===== src/hdl/flash_ctl_defs.svh =====
`ifndef FLASH_CTL_DEFS_SVH
`define FLASH_CTL_DEFS_SVH

// apb register byte offsets
`define OFF_CTRL   8'h00
`define OFF_PROT   8'h04
`define OFF_TGT    8'h08
`define OFF_DATA   8'h0C
`define OFF_STAT   8'h10

// control field width in the low bits of the control word
`define CTRL_W     4

// nonvolatile byte values and addresses
`define NV_ERASED  8'hFF
`define NV_ALL_PROT 8'h00
`define PROT_ADDR  16'hFF80
`define TRIM_ADDR  16'hFFC0
`define VEC_PAGE   9'h1FF
`define TGT_RST    16'h8000
`define PAGE_LSB   7
`define FLASH_MSB  15

// apb answer values
`define RD_ZERO    32'h0000_0000

`endif


===== src/hdl/flash_ctl_pkg.sv =====
package flash_ctl_pkg;

  // control register bits, low nibble of the word
  typedef struct packed {
    logic high_voltage_enable;
    logic mass;
    logic erase;
    logic program_select;
  } ctrl_s;

  // sequence tracker, gray along the normal path
  typedef enum logic [2:0] {
    ST_IDLE   = 3'h0,
    ST_SEL    = 3'h1,
    ST_PROTRD = 3'h3,
    ST_LATCH  = 3'h2,
    ST_HV     = 3'h6,
    ST_HOLD   = 3'h7
  } seq_e;

  // command towards the array macro
  typedef struct packed {
    logic [15:0] addr;
    logic [7:0]  data;
    logic        prog;
    logic        erase;
    logic        mass;
  } array_s;

endpackage : flash_ctl_pkg


===== src/hdl/flash_nv_byte.sv =====
`timescale 1ns/100ps
`default_nettype none
`include "flash_ctl_defs.svh"

module flash_nv_byte (
  // clock and reset
  input  wire logic       pclk,
  input  wire logic       presetn,
  // program and erase strobes
  input  wire logic       prog,
  input  wire logic       erase,
  input  wire logic [7:0] pdata,
  // stored byte
  output logic      [7:0] value_r
);

  // programming only clears bits; erase returns every bit to one
  always_ff @(posedge pclk or negedge presetn) begin
    if (!presetn) begin
      value_r <= `NV_ERASED;
    end else if (erase) begin
      value_r <= `NV_ERASED;
    end else if (prog) begin
      value_r <= value_r & pdata;
    end
  end

endmodule : flash_nv_byte
`default_nettype wire


===== src/hdl/flash_prot_range.sv =====
`timescale 1ns/100ps
`default_nettype none
`include "flash_ctl_defs.svh"

module flash_prot_range (
  // protect byte and address under test
  input  wire logic [7:0]  prot,
  input  wire logic [15:0] addr,
  // decoded range
  output logic      [15:0] start,
  output logic             any_prot,
  output logic             hit
);

  // start is 1, protect bits, then a zero page offset; fe lands on ff00
  assign start    = {1'b1, prot, 7'h00};
  assign any_prot = (prot != `NV_ERASED);
  assign hit      = any_prot && addr[`FLASH_MSB] && (addr >= start);

endmodule : flash_prot_range
`default_nettype wire


===== src/hdl/flash_ctl.sv =====
`timescale 1ns/100ps
`default_nettype none
`include "flash_ctl_defs.svh"

module flash_ctl (
  // clock and reset
  input  wire logic                  pclk,
  input  wire logic                  presetn,
  // apb slave
  input  wire logic                  psel,
  input  wire logic                  penable,
  input  wire logic                  pwrite,
  input  wire logic [7:0]            paddr,
  input  wire logic [31:0]           pwdata,
  output logic      [31:0]           prdata,
  output logic                       pready,
  output logic                       pslverr,
  // array control
  output flash_ctl_pkg::ctrl_s       ctrl_o,
  output flash_ctl_pkg::array_s      array_o,
  // nonvolatile trim byte as seen by the rest of the chip
  output logic      [7:0]            trim_o
);

  // state
  flash_ctl_pkg::ctrl_s  ctrl_r;
  flash_ctl_pkg::ctrl_s  ctrl_nxt;
  flash_ctl_pkg::seq_e   state_r;
  flash_ctl_pkg::seq_e   state_nxt;
  flash_ctl_pkg::array_s array_r;
  logic [15:0]           tgt_r;
  logic                  refused_r;
  logic [31:0]           prdata_r;
  logic                  pready_r;
  logic                  pslverr_r;
  logic [7:0]            prot_byte;
  logic [7:0]            trim_byte;

  // bus phase decode
  wire setup   = psel & ~penable;
  wire acc     = psel & penable & pready_r;
  wire wr      = acc & pwrite;
  wire rd      = acc & ~pwrite;

  // address decode
  wire hit_ctrl = (paddr == `OFF_CTRL);
  wire hit_prot = (paddr == `OFF_PROT);
  wire hit_tgt  = (paddr == `OFF_TGT);
  wire hit_data = (paddr == `OFF_DATA);
  wire hit_stat = (paddr == `OFF_STAT);
  wire mapped   = hit_ctrl | hit_prot | hit_tgt | hit_data | hit_stat;

  wire wr_ctrl  = wr & hit_ctrl;
  wire rd_prot  = rd & hit_prot;
  wire wr_tgt   = wr & hit_tgt & pwdata[`FLASH_MSB];
  wire wr_data  = wr & hit_data;

  // incoming control word
  flash_ctl_pkg::ctrl_s wr_c;
  assign wr_c = flash_ctl_pkg::ctrl_s'(pwdata[`CTRL_W-1:0]);

  // protected range for the latched target
  logic [15:0] prot_start;
  logic        any_prot;
  logic        tgt_hit;

  flash_prot_range u_range (
    .prot     (prot_byte),
    .addr     (tgt_r),
    .start    (prot_start),
    .any_prot (any_prot),
    .hit      (tgt_hit)
  );

  // a double mode request keeps both old mode bits, so neither bit can win a race; mass and high voltage still take the write
  wire both_req  = wr_c.erase & wr_c.program_select;
  wire erase_w   = both_req ? ctrl_r.erase : wr_c.erase;
  wire pgm_w     = both_req ? ctrl_r.program_select : wr_c.program_select;
  wire mode_on   = ctrl_r.erase | ctrl_r.program_select;
  wire mode_w    = erase_w | pgm_w;

  // mass erase is checked against the whole protect byte, page work
  // against the range holding the latched target
  wire mass_op   = ctrl_r.mass & ctrl_r.erase;
  wire blocked   = mass_op ? any_prot : tgt_hit;
  wire hv_ok     = (state_r == flash_ctl_pkg::ST_LATCH) & mode_on & mode_w & ~blocked;
  // only a write that tries to raise high voltage can report a refusal
  wire hv_try    = wr_ctrl & wr_c.high_voltage_enable & ~ctrl_r.high_voltage_enable;
  wire hv_set    = wr_c.high_voltage_enable & (ctrl_r.high_voltage_enable | hv_ok);

  // next control value; clearing high voltage always succeeds
  always_comb begin
    ctrl_nxt = ctrl_r;
    if (wr_ctrl) begin
      ctrl_nxt.mass  = wr_c.mass;
      ctrl_nxt.erase = erase_w;
      ctrl_nxt.program_select   = pgm_w;
      ctrl_nxt.high_voltage_enable  = hv_set;
    end
  end

  // erase completes when the erase bit drops under high voltage
  wire erase_go  = (state_r == flash_ctl_pkg::ST_HV) & ctrl_r.high_voltage_enable & ctrl_r.erase
                   & ~ctrl_nxt.erase;
  wire vec_page  = (tgt_r[15:`PAGE_LSB] == `VEC_PAGE);
  // vector page shares the protect byte and trim byte, so both go
  wire erase_vec = erase_go & (ctrl_r.mass | vec_page);

  // a data write under high voltage programs the latched byte
  wire prog_go   = wr_data & (state_r == flash_ctl_pkg::ST_HV) & ctrl_r.high_voltage_enable
                   & ctrl_r.program_select;
  wire prog_prot = prog_go & (tgt_r == `PROT_ADDR);
  wire prog_trim = prog_go & (tgt_r == `TRIM_ADDR);

  // the two nonvolatile bytes that this block has to track
  flash_nv_byte u_prot (
    .pclk    (pclk),
    .presetn (presetn),
    .prog    (prog_prot),
    .erase   (erase_vec),
    .pdata   (pwdata[7:0]),
    .value_r (prot_byte)
  );

  flash_nv_byte u_trim (
    .pclk    (pclk),
    .presetn (presetn),
    .prog    (prog_trim),
    .erase   (erase_vec),
    .pdata   (pwdata[7:0]),
    .value_r (trim_byte)
  );

  // sequence tracker; dropping both mode bits before ST_HV abandons the sequence, in ST_HV it moves to ST_HOLD
  always_comb begin
    state_nxt = state_r;
    case (state_r)
      flash_ctl_pkg::ST_IDLE: begin
        if (wr_ctrl && mode_w) state_nxt = flash_ctl_pkg::ST_SEL;
      end
      flash_ctl_pkg::ST_SEL: begin
        if (!(ctrl_nxt.erase | ctrl_nxt.program_select)) state_nxt = flash_ctl_pkg::ST_IDLE;
        else if (rd_prot) state_nxt = flash_ctl_pkg::ST_PROTRD;
      end
      flash_ctl_pkg::ST_PROTRD: begin
        if (!(ctrl_nxt.erase | ctrl_nxt.program_select)) state_nxt = flash_ctl_pkg::ST_IDLE;
        else if (wr_tgt) state_nxt = flash_ctl_pkg::ST_LATCH;
      end
      flash_ctl_pkg::ST_LATCH: begin
        if (!(ctrl_nxt.erase | ctrl_nxt.program_select)) state_nxt = flash_ctl_pkg::ST_IDLE;
        else if (ctrl_nxt.high_voltage_enable) state_nxt = flash_ctl_pkg::ST_HV;
      end
      flash_ctl_pkg::ST_HV: begin
        if (!ctrl_nxt.high_voltage_enable) state_nxt = flash_ctl_pkg::ST_IDLE;
        else if (!(ctrl_nxt.erase | ctrl_nxt.program_select)) state_nxt = flash_ctl_pkg::ST_HOLD;
      end
      flash_ctl_pkg::ST_HOLD: begin
        if (!ctrl_nxt.high_voltage_enable) state_nxt = flash_ctl_pkg::ST_IDLE;
      end
      default: begin
        state_nxt = flash_ctl_pkg::ST_IDLE;
      end
    endcase
  end

  // read mux, sampled in the setup cycle so prdata leaves a flop
  wire [31:0] rd_mux =
    hit_ctrl ? {28'h000_0000, ctrl_r} :
    hit_prot ? {24'h00_0000, prot_byte} :
    hit_tgt  ? {16'h0000, tgt_r} :
    hit_stat ? {24'h00_0000, 3'h0, refused_r, any_prot, state_r} :
               `RD_ZERO;

  // bus answer: one wait-free access phase after every setup
  always_ff @(posedge pclk or negedge presetn) begin
    if (!presetn) begin
      pready_r  <= 1'b0;
      pslverr_r <= 1'b0;
      prdata_r  <= `RD_ZERO;
    end else begin
      pready_r  <= setup;
      pslverr_r <= setup & ~mapped;
      prdata_r  <= setup ? rd_mux : `RD_ZERO;
    end
  end

  // control, state and refusal flag
  always_ff @(posedge pclk or negedge presetn) begin
    if (!presetn) begin
      ctrl_r    <= flash_ctl_pkg::ctrl_s'(4'h0);
      state_r   <= flash_ctl_pkg::ST_IDLE;
      refused_r <= 1'b0;
    end else begin
      ctrl_r    <= ctrl_nxt;
      state_r   <= state_nxt;
      refused_r <= wr_ctrl ? (hv_try & ~hv_set) : refused_r;
    end
  end

  // target latch; in ST_HV it may move to any address with bit 15 set
  always_ff @(posedge pclk or negedge presetn) begin
    if (!presetn) begin
      tgt_r <= `TGT_RST;
    end else if (wr_tgt && (state_r == flash_ctl_pkg::ST_PROTRD ||
                 state_r == flash_ctl_pkg::ST_HV)) begin
      tgt_r <= pwdata[15:0];
    end
  end

  // array command strobes are single-cycle pulses
  always_ff @(posedge pclk or negedge presetn) begin
    if (!presetn) begin
      array_r <= flash_ctl_pkg::array_s'(27'h000_0000);
    end else begin
      array_r.addr  <= tgt_r;
      array_r.data  <= prog_go ? pwdata[7:0] : `NV_ERASED;
      array_r.prog  <= prog_go;
      array_r.erase <= erase_go;
      array_r.mass  <= ctrl_r.mass;
    end
  end

  // outputs straight from flops
  assign prdata  = prdata_r;
  assign pready  = pready_r;
  assign pslverr = pslverr_r;
  assign ctrl_o  = ctrl_r;
  assign array_o = array_r;
  assign trim_o  = trim_byte;
endmodule : flash_ctl
`default_nettype wire


===== config.mk =====
export PLATFORM = sky130hd
export DESIGN_NAME = flash_ctl
export DESIGN_NICKNAME = d
export VERILOG_FILES = /design/src/hdl/flash_ctl_pkg.sv /design/src/hdl/flash_nv_byte.sv /design/src/hdl/flash_prot_range.sv /design/src/hdl/flash_ctl.sv
export VERILOG_INCLUDE_DIRS = /design/src /design/src/hdl
export SDC_FILE = /design/constraint.sdc
export NUM_CORES = 1
export LEC_CHECK = 0
export ABC_AREA = 1
export BUFFER_PORTS_ARGS = -buffer_cell sky130_fd_sc_hd__buf_2
export CELL_PAD_IN_SITES_DETAIL_PLACEMENT = 0
export CELL_PAD_IN_SITES_GLOBAL_PLACEMENT = 1
export CORE_AREA = 5 5 123 113
export DETAILED_ROUTE_END_ITERATION = 10
export DIE_AREA = 0 0 128 118
export PLACE_DENSITY = 0.73
export RECOVER_POWER = 25
export SYNTH_ARGS = -nofsm -noshare
export SYNTH_HDL_FRONTEND = slang
export SYNTH_SLANG_ARGS = --single-unit
export TNS_END_PERCENT = 1

===== constraint.sdc =====
create_clock -name pclk -period 2.2 [get_ports pclk]
set_input_delay 0 -clock pclk [delete_from_list [all_inputs] [get_ports pclk]]
set_output_delay 0 -clock pclk [all_outputs]
set_load 0.01 [all_outputs]

==> impl_metrics.prom, run 1 <==
# TYPE chip_impl_metric gauge
chip_impl_metric{name="layout_setup_ws",unit="ns"} -0.009823
chip_impl_metric{name="cp_max_fo",unit=""} 4
chip_impl_metric{name="maxClockFrequency",unit="MHz"} 452.5
chip_impl_metric{name="setup_violations",unit=""} 2
chip_impl_metric{name="relative_slew_slack",unit=""} 0.2369
chip_impl_metric{name="ys_warn_count",unit=""} 0
chip_impl_metric{name="drt-vias-per-instance",unit=""} 4.440
chip_impl_metric{name="drt_pre_antenna_iters",unit=""} 5
chip_impl_metric{name="all_layer_global_routing_usage",unit=""} 0.1370
chip_impl_metric{name="synth.cell_area",unit="mm^2"} 0.003781
chip_impl_metric{name="io_pins",unit=""} 118
chip_impl_metric{name="post_route_cells_drive_above_1_share",unit=""} 0.3398
chip_impl_metric{name="finalWeightedCongestion",unit=""} 0.8780
chip_impl_metric{name="areal_power_density_over_the_cells",unit="mW/mm^2"} 720.6
chip_impl_info{name="setup.worst_path.class",value="reg2reg"} 1
chip_impl_metric{name="synth_cell_type_count",unit=""} 38
chip_impl_metric{name="die_width",unit="um"} 128
chip_impl_metric{name="maxSlewViolCount",unit=""} 0
chip_impl_metric{name="grt_overflow_total",unit=""} 0
chip_impl_metric{name="die_h",unit="um"} 118
chip_impl_info{name="synthTopCellsByArea",value="dfrtp_1 45%, dfstp_2 12%, nand2_1 8.1%"} 1
chip_impl_metric{name="worstSkewPairLatency",unit="ns"} 0.34
chip_impl_metric{name="count_of_state_elements_after_synthesis",unit=""} 85
chip_impl_info{name="synthFlopType",value="dfrtp_1"} 1
chip_impl_metric{name="ctsHtreeMaxLevel",unit=""} 3
chip_impl_metric{name="placed_cells_incl_taps",unit=""} 645
chip_impl_metric{name="ant_nets",unit=""} 0
chip_impl_metric{name="place.port_buffers",unit=""} 85
chip_impl_metric{name="clk_pin_slew",unit="ns"} 0.06
chip_impl_metric{name="synth_seq_area_share",unit=""} 0.5682
chip_impl_metric{name="finalCriticalPeriod",unit="ns"} 2.210
chip_impl_metric{name="final_min_period_over_clock_period",unit=""} 1.004
chip_impl_metric{name="synth.top_cell.area_share",unit=""} 0.4500
chip_impl_metric{name="drt_first_iter_violations",unit=""} 102
chip_impl_info{name="area_leader_netlist",value="dfrtp_1"} 1
chip_impl_metric{name="grt_pass1_wl",unit="um"} 16150
chip_impl_metric{name="critPathArrivalTime",unit="ns"} 2.45
chip_impl_metric{name="postLayoutCoreUtil",unit=""} 0.4024
chip_impl_info{name="timing.critical_path.from_type",value="register"} 1
chip_impl_metric{name="worst_clock_skew",unit="ns"} 0.003836
chip_impl_metric{name="fin_cells",unit=""} 679
chip_impl_metric{name="synth_enable_flop_cells",unit=""} 0
chip_impl_metric{name="clock_sinks",unit=""} 85
chip_impl_metric{name="antenna_found_initial",unit=""} 0
chip_impl_info{name="cts_root_buf",value="clkbuf_16"} 1
chip_impl_metric{name="vias",unit=""} 3015
chip_impl_metric{name="floorplan.die_area",unit="mm^2"} 0.01510
chip_impl_info{name="rsz0062_at_grt",value="yes"} 1
chip_impl_metric{name="netlist_instances",unit=""} 386
chip_impl_metric{name="design.final.nets",unit=""} 563
chip_impl_metric{name="area_post_placement",unit="mm^2"} 0.004457
chip_impl_info{name="synth_top_cells_by_count",value="82 x nand2_1, 68 x dfrtp_1, 49 x inv_1"} 1
chip_impl_metric{name="n_antenna_cell",unit=""} 0
chip_impl_info{name="critical_path.most_common_cell",value="nand2_1"} 1
chip_impl_metric{name="dpl.hpwl",unit="um"} 7380
chip_impl_metric{name="crit_required",unit="ns"} 2.44
chip_impl_metric{name="route.final.wire_length",unit="um"} 10170
chip_impl_metric{name="cts_post_setup_buffers_inserted",unit=""} 0
chip_impl_metric{name="postSynthAreaPerCell",unit="um^2"} 9.796
chip_impl_metric{name="drt-wirelength-per-cell",unit="um"} 14.98
chip_impl_info{name="status",value="finished with violations"} 1
chip_impl_metric{name="clockBufferDepth",unit=""} 2
chip_impl_metric{name="initial_core_util",unit=""} 0.3027
chip_impl_metric{name="placementRows",unit=""} 39
chip_impl_metric{name="max-cap-violations",unit=""} 0
chip_impl_metric{name="timing.critical_path.slowest_cell_delay",unit="ns"} 0.55
chip_impl_info{name="violated_checks",value="setup timing"} 1
chip_impl_info{name="holdCritPathClass",value="in2reg"} 1
chip_impl_metric{name="fp.coreArea",unit="mm^2"} 0.01249
chip_impl_metric{name="pin_count_of_the_biggest_net_entering_global_routing",unit=""} 47
chip_impl_info{name="crit_path_cell_trace",value="inv_2 -> ha_4 -> nand2_1 -> nor2_2 -> and2_4 -> nand2_1 -> nand4_1 -> nand2_1 -> nand2_2 -> nand2_4 -> nand3_2 -> nand2_2 -> nor2_4 -> nand2_2 -> nand2_1 -> nand2_1"} 1
chip_impl_metric{name="final_design_area_no_fill",unit="mm^2"} 0.005027
chip_impl_metric{name="synth-async-reset-ratio",unit=""} 1.000
chip_impl_metric{name="timing_hold_violations_final",unit=""} 0
chip_impl_metric{name="numCtsBuffers",unit=""} 9
chip_impl_metric{name="detail_route.drc_violations",unit=""} 0
chip_impl_metric{name="max-vdd-ir-drop",unit="V"} 0.0007109
chip_impl_metric{name="tightest_slew",unit="ns"} 1.145
chip_impl_metric{name="area_delta_synth_final",unit="%"} 32.96
chip_impl_info{name="worst_setup_path_end_kind",value="register"} 1
chip_impl_metric{name="grt_pass1_vias",unit=""} 3126
chip_impl_metric{name="buffers_inverters_on_critical_path",unit=""} 1
chip_impl_info{name="critical-path-top-delay-family",value="simple AND/OR/NAND/NOR gates"} 1
chip_impl_info{name="clock_tree_from_tritoncts",value="yes"} 1
chip_impl_metric{name="leakagePower",unit="uW"} 0.002619
chip_impl_info{name="cpMaxStageDelayCell",value="dfstp_2"} 1
chip_impl_info{name="synthMostInstantiatedCell",value="nand2_1"} 1
==> tightest hold or removal path, stage by stage <==
cell	delay [ns]
buf_2	0.15
nand2_1	0.12
a211oi_1	0.10
==> final timing paths <==
path	startpoint	end	slack [ns]	cells past startpoint
min in group asynchronous	presetn	array_o[25]	0.42	2
min reg2reg	tgt_r[0]	array_o[11]	0.43	0
min	paddr[2]	prdata[4]	0.07	3
max reg2reg	u_prot.value_r[2]	state_r[2]	-0.01	16
max	u_prot.value_r[2]	state_r[2]	-0.01	16
max in group asynchronous	presetn	u_trim.value_r[2]	0.94	3
==> metrics by stage <==
stage / worst slack (ns) / hold slack, ns / setup TNS [ns] / power [uW]
floorplan: 0.2271 / -0.2956 / 0 / 1947
global placement: 0.04952 / 0.03846 / 0 / 2056
detailed placement: -0.02725 / 0.04471 / -0.06666 / 2065
CTS: 0.008786 / 0.04304 / 0 / 3627
global route: -0.1341 / 0.07302 / -0.4332 / 3787
finish: -0.009823 / 0.07166 / -0.01328 / 3622
==> logic make-up (layout without fill, tap and decap cells) <==
kind of cell,after synthesis,in the layout,synth area share
AOI/OAI and AO/OA,61,61,0.09431
adders and majority gates,8,8,0.02647
buffers and inverters,72,186,0.08835
DFF,85,85,0.5682
muxes,7,7,0.02085
other,1,16,0.0009918
and+or+nand+nor,152,152,0.2009
==> per-layer routing <==
metal / GRT usage / vias up / wire length (um)
met5: 0 / - / 0
met4: 0.02719 / 0 / 97
met3: 0.04855 / 7 / 760
met2: 0.2179 / 106 / 4682
met1: 0.1806 / 1426 / 4627
li1: - / 1476 / -
==> cell type report <==
class,instances,area [um^2]
Timing Repair Buffer,118,715.7
Fill cell,1274,7465
Inverter,52,195.2
Clock inverter,3,45.04
Multi-Input combinational cell,244,1458
Sequential cell,85,2148
Clock buffer,13,260.3
Tap cell,164,205.2
==> cells in the final DEF (no fill, tap or decap), types with 3 or more instances in the layout <==
cell type,Yosys,final
nand3_1,17,16
o21ai_1,11,11
nor3b_1,7,7
clkbuf_16,0,9
nand4_1,7,7
conb_1,1,16
nor2_4,3,3
o221ai_1,4,4
o21ai_0,25,25
mux2_1,3,3
dfstp_2,17,17
nand2_2,6,13
buf_4,16,10
mux2_2,4,4
dlygate4sd3_1,0,18
clkbuf_1,1,6
nor3_2,3,4
inv_1,49,47
dfrtp_1,68,68
nand2_4,2,3
inv_2,3,5
a21oi_1,8,7
buf_2,3,84
ha_4,0,3
nor3_1,5,3
nor2_1,14,12
nand2_1,82,74
a211oi_1,3,3
ha_1,8,5
==> report_power, final <==
part           switching [uW]  total, uW  internal (uW)
registers                45.8       1640           1590
logic                     284        456            172
clock network             585       1530            941
total                     915       3620           2710
==> what timing repair did <==
item | CTS | global route
hold buffers | 18 | 0
hold endpoints to repair | 82 | 0
pin swaps | 0 | 6
gates resized for setup | 2 | 21
endpoints found under the setup margin | 3 | 17
==> sequential cells by signal, indices dropped and copies added (netlist names) <==
name / cells
refused_r: 1
pready: 1
u_prot.value_r: 8
tgt_r: 16
u_trim.value_r: 8
pslverr: 1
array_o: 27
ctrl_o: 4
state_r: 3
prdata: 16
(Power assumes the default switching activity.)
==> run 2: changes to the inputs <==
--- a/config.mk
+++ b/config.mk
@@ -10,9 +10,9 @@
 export BUFFER_PORTS_ARGS = -buffer_cell sky130_fd_sc_hd__buf_2
 export CELL_PAD_IN_SITES_DETAIL_PLACEMENT = 0
 export CELL_PAD_IN_SITES_GLOBAL_PLACEMENT = 1
-export CORE_AREA = 5 5 123 113
+export CORE_AREA = 2 2 97 136
 export DETAILED_ROUTE_END_ITERATION = 10
-export DIE_AREA = 0 0 128 118
+export DIE_AREA = 0 0 99 138
 export PLACE_DENSITY = 0.73
 export RECOVER_POWER = 25
 export SYNTH_ARGS = -nofsm -noshare
==> constraint.sdc (replaced) <==
create_clock -name pclk -period 2.75 [get_ports pclk]
set_input_delay 0 -clock pclk [delete_from_list [all_inputs] [get_ports pclk]]
set_output_delay 0 -clock pclk [all_outputs]
set_load 0.01 [all_outputs]
==> run 2 against run 1 <==
  * The run now ends clean
  * Combinational power decreased by 26%
  * Maximum frequency decreased by 3.6%
  * Worst setup slack improved by 0.47 ns
  * Non-clock buffer count decreased by 12
  * Clock skew increased by 0.0012 ns
  * Wire length decreased by 6.4%
  * Via count decreased by 0.90%
  * Critical path type unchanged
  * Largest cell class unchanged
  * Highest routed layer unchanged
==> impl_metrics.prom, run 2 (same netlist as run 1, synthesis figures left out) <==
# TYPE chip_impl_metric gauge
chip_impl_metric{name="areal_power_density_over_the_cells",unit="mW/mm^2"} 598.8
chip_impl_metric{name="drt-vias-per-instance",unit=""} 4.555
chip_impl_metric{name="clock_sinks",unit=""} 85
chip_impl_metric{name="wirelength_met1",unit="um"} 3927
chip_impl_metric{name="clockBufferDepth",unit=""} 2
chip_impl_metric{name="timing_hold_violations_final",unit=""} 0
chip_impl_metric{name="n_antenna_cell",unit=""} 0
chip_impl_metric{name="relative_slew_slack",unit=""} 0.3065
chip_impl_metric{name="setup_violations",unit=""} 0
chip_impl_info{name="holdCritPathClass",value="in2reg"} 1
chip_impl_metric{name="numCtsBuffers",unit=""} 9
chip_impl_metric{name="all_layer_global_routing_usage",unit=""} 0.1427
chip_impl_metric{name="dpl.hpwl",unit="um"} 7073
chip_impl_metric{name="fillers",unit=""} 1290
chip_impl_metric{name="cts_post_setup_buffers_inserted",unit=""} 0
chip_impl_metric{name="vias",unit=""} 2988
chip_impl_metric{name="detail_route.drc_violations",unit=""} 0
chip_impl_metric{name="ant_nets",unit=""} 0
chip_impl_info{name="top_signal_layer_used",value="met4"} 1
chip_impl_metric{name="setup_total_negative_slack",unit="ns"} 0
chip_impl_metric{name="placementRows",unit=""} 49
chip_impl_metric{name="drt_first_iter_violations",unit=""} 137
chip_impl_metric{name="maxSlewViolCount",unit=""} 0
chip_impl_info{name="timing.critical_path.from_type",value="register"} 1
chip_impl_metric{name="hold_slack",unit="ns"} 0.07599
chip_impl_metric{name="post_route_cells_drive_above_1_share",unit=""} 0.2127
chip_impl_metric{name="clk_pin_slew",unit="ns"} 0.06
chip_impl_metric{name="leakagePower",unit="uW"} 0.002415
chip_impl_info{name="setup.worst_path.class",value="reg2reg"} 1
chip_impl_metric{name="max-cap-violations",unit=""} 0
chip_impl_metric{name="antenna_found_initial",unit=""} 0
chip_impl_info{name="clock_tree_from_tritoncts",value="yes"} 1
chip_impl_metric{name="design.final.nets",unit=""} 551
chip_impl_metric{name="post_cts_hold_buffer_count",unit=""} 19
chip_impl_metric{name="area_post_placement",unit="mm^2"} 0.004333
chip_impl_info{name="cts_root_buf",value="clkbuf_16"} 1
chip_impl_metric{name="pin_count_of_the_biggest_net_entering_global_routing",unit=""} 86
chip_impl_metric{name="route.met3.wl",unit="um"} 419
chip_impl_metric{name="grt_pass1_vias",unit=""} 2938
chip_impl_metric{name="place.port_buffers",unit=""} 85
chip_impl_metric{name="tightest_slew",unit="ns"} 1.040
chip_impl_metric{name="fp.coreArea",unit="mm^2"} 0.01257
chip_impl_metric{name="io_pins",unit=""} 118
chip_impl_metric{name="cp_max_fo",unit=""} 8
chip_impl_metric{name="largest_reg_flops",unit=""} 27
chip_impl_metric{name="drt_pre_antenna_iters",unit=""} 4
chip_impl_metric{name="maxClockFrequency",unit="MHz"} 436.2
chip_impl_metric{name="drt-wirelength-per-cell",unit="um"} 14.50
chip_impl_info{name="status",value="complete, no violations"} 1
chip_impl_metric{name="grt_pass1_wl",unit="um"} 15050
chip_impl_metric{name="initial_core_util",unit=""} 0.3008
chip_impl_metric{name="final_min_period_over_clock_period",unit=""} 0.8337
chip_impl_metric{name="route.final.wire_length",unit="um"} 9514
chip_impl_info{name="mostFrequentLayoutCells",value="82 x nand2_1, 68 x dfrtp_1, 49 x inv_1, 45 x buf_2, 40 x clkbuf_1"} 1
chip_impl_metric{name="post_cts.resized_instances",unit=""} 0
chip_impl_metric{name="finalCriticalPeriod",unit="ns"} 2.293
chip_impl_info{name="worst_setup_path_end_kind",value="register"} 1
chip_impl_metric{name="die_width",unit="um"} 99
chip_impl_metric{name="final_design_area_no_fill",unit="mm^2"} 0.004778
chip_impl_metric{name="worst_clock_skew",unit="ns"} 0.005000
chip_impl_metric{name="met2_length",unit="um"} 4998
chip_impl_metric{name="ctsHtreeMaxLevel",unit=""} 3
chip_impl_info{name="final_common_cell",value="nand2_1"} 1
chip_impl_metric{name="worstSkewPairLatency",unit="ns"} 0.34
chip_impl_metric{name="die_h",unit="um"} 138
chip_impl_metric{name="grt_overflow_total",unit=""} 0
chip_impl_metric{name="critPathArrivalTime",unit="ns"} 2.54
chip_impl_metric{name="crit_required",unit="ns"} 3.00
chip_impl_metric{name="finalWeightedCongestion",unit=""} 0.7800
chip_impl_metric{name="max-vdd-ir-drop",unit="V"} 0.0002410
chip_impl_metric{name="floorplan.die_area",unit="mm^2"} 0.01366
chip_impl_info{name="rsz0062_at_grt",value="no"} 1
chip_impl_metric{name="area_delta_synth_final",unit="%"} 26.37
## run 2: cell count changes in the layout (fill, tap and decap cells not counted), sizes merged
cell,delta
dlygate4sd3,+1
bufinv,-1
clkinvlp,-1
buf,-47
clkbuf,+33
inv,+3
## run 2: per-layer routing
| metal | global-route usage | vias to the layer above |
|---|---|---|
| met5 | 0 | - |
| met4 | 0.05768 | 0 |
| met3 | 0.02528 | 12 |
| met2 | 0.2500 | 82 |
| met1 | 0.1713 | 1433 |
| li1 | - | 1461 |
## run 2: per-stage QoR
stage | cells | util | setup WS, ns | total power, uW
final | 656 | 0.3802 | 0.4572 | 2861
after global routing | 656 | 0.3802 | 0.2251 | 2997
after CTS | 656 | 0.3841 | 0.4756 | 2896
after detailed placement | 621 | 0.3447 | 0.4933 | 1652
after global placement | 621 | 0.3447 | 0.5164 | 1649
after floorplan | 401 | - | 0.7771 | 1558
## run 2: worst paths after layout
kind	from	end	slack (ns)	cells after the start
worst max-delay path	tgt_r[15]	u_trim.value_r[5]	0.46	7
worst min-delay path	paddr[2]	pslverr	0.08	3
worst max register to register	tgt_r[15]	u_trim.value_r[5]	0.46	7
worst min register to register	tgt_r[0]	array_o[11]	0.41	0
max in group asynchronous	presetn	prdata[8]	1.69	2
min in group asynchronous	presetn	array_o[2]	0.40	2
## run 2: area by class of cell
cell class	instances	area (um^2)	share of cell area
timing repair buffer	106	584.3	0.1223
clock inverter	4	36.28	0.007594
inverter	52	195.2	0.04085
sequential	85	2148	0.4496
tap	153	191.4	0.04006
clock buffer	12	267.8	0.05604
multi-input combinational	244	1355	0.2836
## run 2: worst max-delay path, cell delays in order, from the launching register on
cell	delay, ns
dfstp_1	0.58
nand4_1	0.13
nor3_1	0.39
inv_1	0.08
nor4_1	0.30
nand3_1	0.37
o21ai_0	0.27
nand2_1	0.08
## run 2: power by group
group / switching [uW] / total [uW] / internal [uW]
clock: 509 / 1210 / 705
sequential: 34.7 / 1310 / 1270
combinational: 214 / 338 / 124
total: 758 / 2860 / 2100
==> run 3: changes to the inputs <==
==> constraint.sdc (replaced) <==
create_clock -name pclk -period 2.22 [get_ports pclk]
set_input_delay 0 -clock pclk [delete_from_list [all_inputs] [get_ports pclk]]
set_output_delay 0 -clock pclk [all_outputs]
set_load 0.01 [all_outputs]
==> run 3 against run 2 <==
  * Utilization grew 2.4 points
  * Hold slack improved by 0.014 ns
  * Via count up 2.2%
  * Worst setup slack got worse by 0.36 ns
  * Clock-buffer cell count decreased by 2
  * Sequential share of layout area is 2.7 points lower
  * Largest power group unchanged
==> impl_metrics.prom, run 3 (same netlist as run 1, synthesis figures left out) <==
# TYPE chip_impl_metric gauge
chip_impl_metric{name="relative_slew_slack",unit=""} 0.2591
chip_impl_info{name="status",value="complete, no violations"} 1
chip_impl_metric{name="largest_reg_flops",unit=""} 27
chip_impl_metric{name="ctsHtreeMaxLevel",unit=""} 3
chip_impl_metric{name="fp.coreArea",unit="mm^2"} 0.01257
chip_impl_metric{name="layout_setup_ws",unit="ns"} 0.09820
chip_impl_metric{name="io_pins",unit=""} 118
chip_impl_metric{name="reg2regPathDepth",unit=""} 16
chip_impl_metric{name="buffers_inverters_on_critical_path",unit=""} 1
chip_impl_metric{name="leakagePower",unit="uW"} 0.002656
chip_impl_metric{name="maxSlewViolCount",unit=""} 0
chip_impl_metric{name="area_delta_synth_final",unit="%"} 34.51
chip_impl_metric{name="place.port_buffers",unit=""} 85
chip_impl_info{name="cpMaxStageDelayCell",value="dfstp_2"} 1
chip_impl_metric{name="worst_clock_skew",unit="ns"} 0.007810
chip_impl_info{name="worstSetupStartpoint",value="u_prot.value_r[6]"} 1
chip_impl_info{name="timing.critical_path.from_type",value="register"} 1
chip_impl_metric{name="drt_first_iter_violations",unit=""} 115
chip_impl_metric{name="die_h",unit="um"} 138
chip_impl_metric{name="ant_nets",unit=""} 0
chip_impl_metric{name="dpl.hpwl",unit="um"} 7342
chip_impl_info{name="crit_path_cell_trace",value="inv_2 -> ha_4 -> nand2_4 -> nor2_4 -> and2_4 -> nand2_1 -> nand4_1 -> nand2_1 -> nand2_2 -> nand2_4 -> nand3_2 -> nand2_2 -> nor2_4 -> nand2_2 -> nand2_1 -> nand2_1"} 1
chip_impl_info{name="critical_path.most_common_cell",value="nand2_1"} 1
chip_impl_info{name="critical_path.endpoint",value="state_r[2]"} 1
chip_impl_metric{name="grt_overflow_total",unit=""} 0
chip_impl_metric{name="grt_pass1_vias",unit=""} 3011
chip_impl_info{name="mostFrequentLayoutCells",value="84 x buf_2, 75 x nand2_1, 68 x dfrtp_1, 45 x inv_1, 25 x o21ai_0"} 1
chip_impl_metric{name="timing.critical_path.slowest_cell_delay",unit="ns"} 0.56
chip_impl_metric{name="clock_sinks",unit=""} 85
chip_impl_metric{name="critPathArrivalTime",unit="ns"} 2.35
chip_impl_metric{name="timing_hold_violations_final",unit=""} 0
chip_impl_metric{name="setup_violations",unit=""} 0
chip_impl_metric{name="postLayoutCoreUtil",unit=""} 0.4047
chip_impl_info{name="setup.worst_path.class",value="reg2reg"} 1
chip_impl_metric{name="finalCriticalPeriod",unit="ns"} 2.122
chip_impl_metric{name="pin_count_of_the_biggest_net_entering_global_routing",unit=""} 45
chip_impl_metric{name="detail_route.drc_violations",unit=""} 0
chip_impl_metric{name="initial_core_util",unit=""} 0.3008
chip_impl_metric{name="n_antenna_cell",unit=""} 0
chip_impl_metric{name="design.final.nets",unit=""} 567
chip_impl_info{name="cts_root_buf",value="clkbuf_16"} 1
chip_impl_metric{name="tightest_slew",unit="ns"} 1.111
chip_impl_metric{name="areal_power_density_over_the_cells",unit="mW/mm^2"} 690.9
chip_impl_info{name="rsz0062_at_grt",value="yes"} 1
chip_impl_metric{name="placementRows",unit=""} 49
chip_impl_info{name="worst_setup_path_end_kind",value="register"} 1
chip_impl_info{name="final_common_cell",value="buf_2"} 1
chip_impl_metric{name="max-vdd-ir-drop",unit="V"} 0.0003268
chip_impl_metric{name="all_layer_global_routing_usage",unit=""} 0.1440
chip_impl_metric{name="grt_pass1_wl",unit="um"} 15260
chip_impl_metric{name="maxClockFrequency",unit="MHz"} 471.3
chip_impl_metric{name="path_depth",unit=""} 16
chip_impl_metric{name="post_route_cells_drive_above_1_share",unit=""} 0.3603
chip_impl_metric{name="clockBufferDepth",unit=""} 2
chip_impl_metric{name="antenna_found_initial",unit=""} 0
chip_impl_metric{name="floorplan.die_area",unit="mm^2"} 0.01366
chip_impl_metric{name="drt-vias-per-instance",unit=""} 4.546
chip_impl_metric{name="worstSkewPairLatency",unit="ns"} 0.34
chip_impl_info{name="holdCritPathClass",value="in2reg"} 1
chip_impl_metric{name="numCtsBuffers",unit=""} 9
chip_impl_metric{name="crit_required",unit="ns"} 2.45
chip_impl_metric{name="cp_max_fo",unit=""} 4
chip_impl_info{name="clock_tree_from_tritoncts",value="yes"} 1
chip_impl_metric{name="placed_cells_incl_taps",unit=""} 635
chip_impl_metric{name="hold_slack",unit="ns"} 0.08977
chip_impl_metric{name="die_width",unit="um"} 99
chip_impl_metric{name="preCtsSetupSlack",unit="ns"} 0.004381
chip_impl_metric{name="drt_pre_antenna_iters",unit=""} 4
chip_impl_metric{name="drt-wirelength-per-cell",unit="um"} 14.82
chip_impl_metric{name="clk_pin_slew",unit="ns"} 0.07
chip_impl_info{name="timing.rr.end",value="state_r[2]"} 1
chip_impl_metric{name="r2r_slack",unit="ns"} 0.1
chip_impl_metric{name="vias",unit=""} 3055
chip_impl_info{name="timing.rr.start",value="u_prot.value_r[6]"} 1
chip_impl_metric{name="fin_cells",unit=""} 672
chip_impl_info{name="critical-path-top-delay-family",value="simple AND/OR/NAND/NOR gates"} 1
chip_impl_metric{name="finalWeightedCongestion",unit=""} 0.7837
chip_impl_metric{name="max-cap-violations",unit=""} 0
chip_impl_metric{name="final_min_period_over_clock_period",unit=""} 0.9558
chip_impl_metric{name="route.final.wire_length",unit="um"} 9962
-- run 3: where the power goes --
group          internal, uW  total, uW  switching (uW)  leakage (uW)
Combinational           167        445             277       0.00146
Sequential             1580       1620            44.3       0.00106
Clock                   805       1450             640      0.000138
-- run 3: how the worst min path moves through the flow --
stage | start | endpoint | slack, ns | depth (start not counted)
after detailed placement | presetn | array_o[2] | 0.03 | 1
after floorplan | presetn | array_o[0] | -0.30 | 0
after global routing | paddr[2] | prdata[4] | 0.09 | 3
after global placement | presetn | array_o[2] | 0.01 | 1
after CTS | paddr[2] | pslverr | 0.08 | 3
final | paddr[2] | pslverr | 0.09 | 3
-- run 3: repair_timing --
item                                   4_1_cts  5_1_grt
setup buffers                                0        2
cloned                                       0        0
hold buffers                                19        0
endpoints found under the hold margin       79        0
pin swaps                                    0       14
resized for setup                            1       26
setup endpoints to repair                    3        7
-- run 3: layout make-up --
cell class              instances  area [um^2]
clock buffers                  10        239.0
clock inverters                 6        57.56
fillers                      1225         7482
inverters                      52        195.2
multi-input cells             244         1491
flip-flops and latches         85         2148
well taps                     153        191.4
repair buffers                122        763.2
-- run 3: tightest hold or removal path, delay by kind of cell --
kind,cells,cell delay (ns)
buffers and inverters,1,0.16
and+or+nand+nor,1,0.11
AOI/OAI and AO/OA,1,0.11
-- run 3: stage by stage --
stage | setup TNS, ns | total power, uW | cell area [um^2]
floorplan | 0 | 1930 | 3837
global placement | 0 | 2051 | 4451
detailed placement | 0 | 2054 | 4451
CTS | 0 | 3552 | 4940
global route | -0.2565 | 3690 | 5086
finish | 0 | 3514 | 5086
-- run 3: per-layer routing --
layer  GRT usage  vias to the layer above  part of all wire
li1            -                     1493                 -
met1      0.1757                     1456              0.42
met2      0.2404                       91              0.52
met3     0.03286                       15             0.043
met4     0.06561                        0             0.024
met5           0                        -                 0
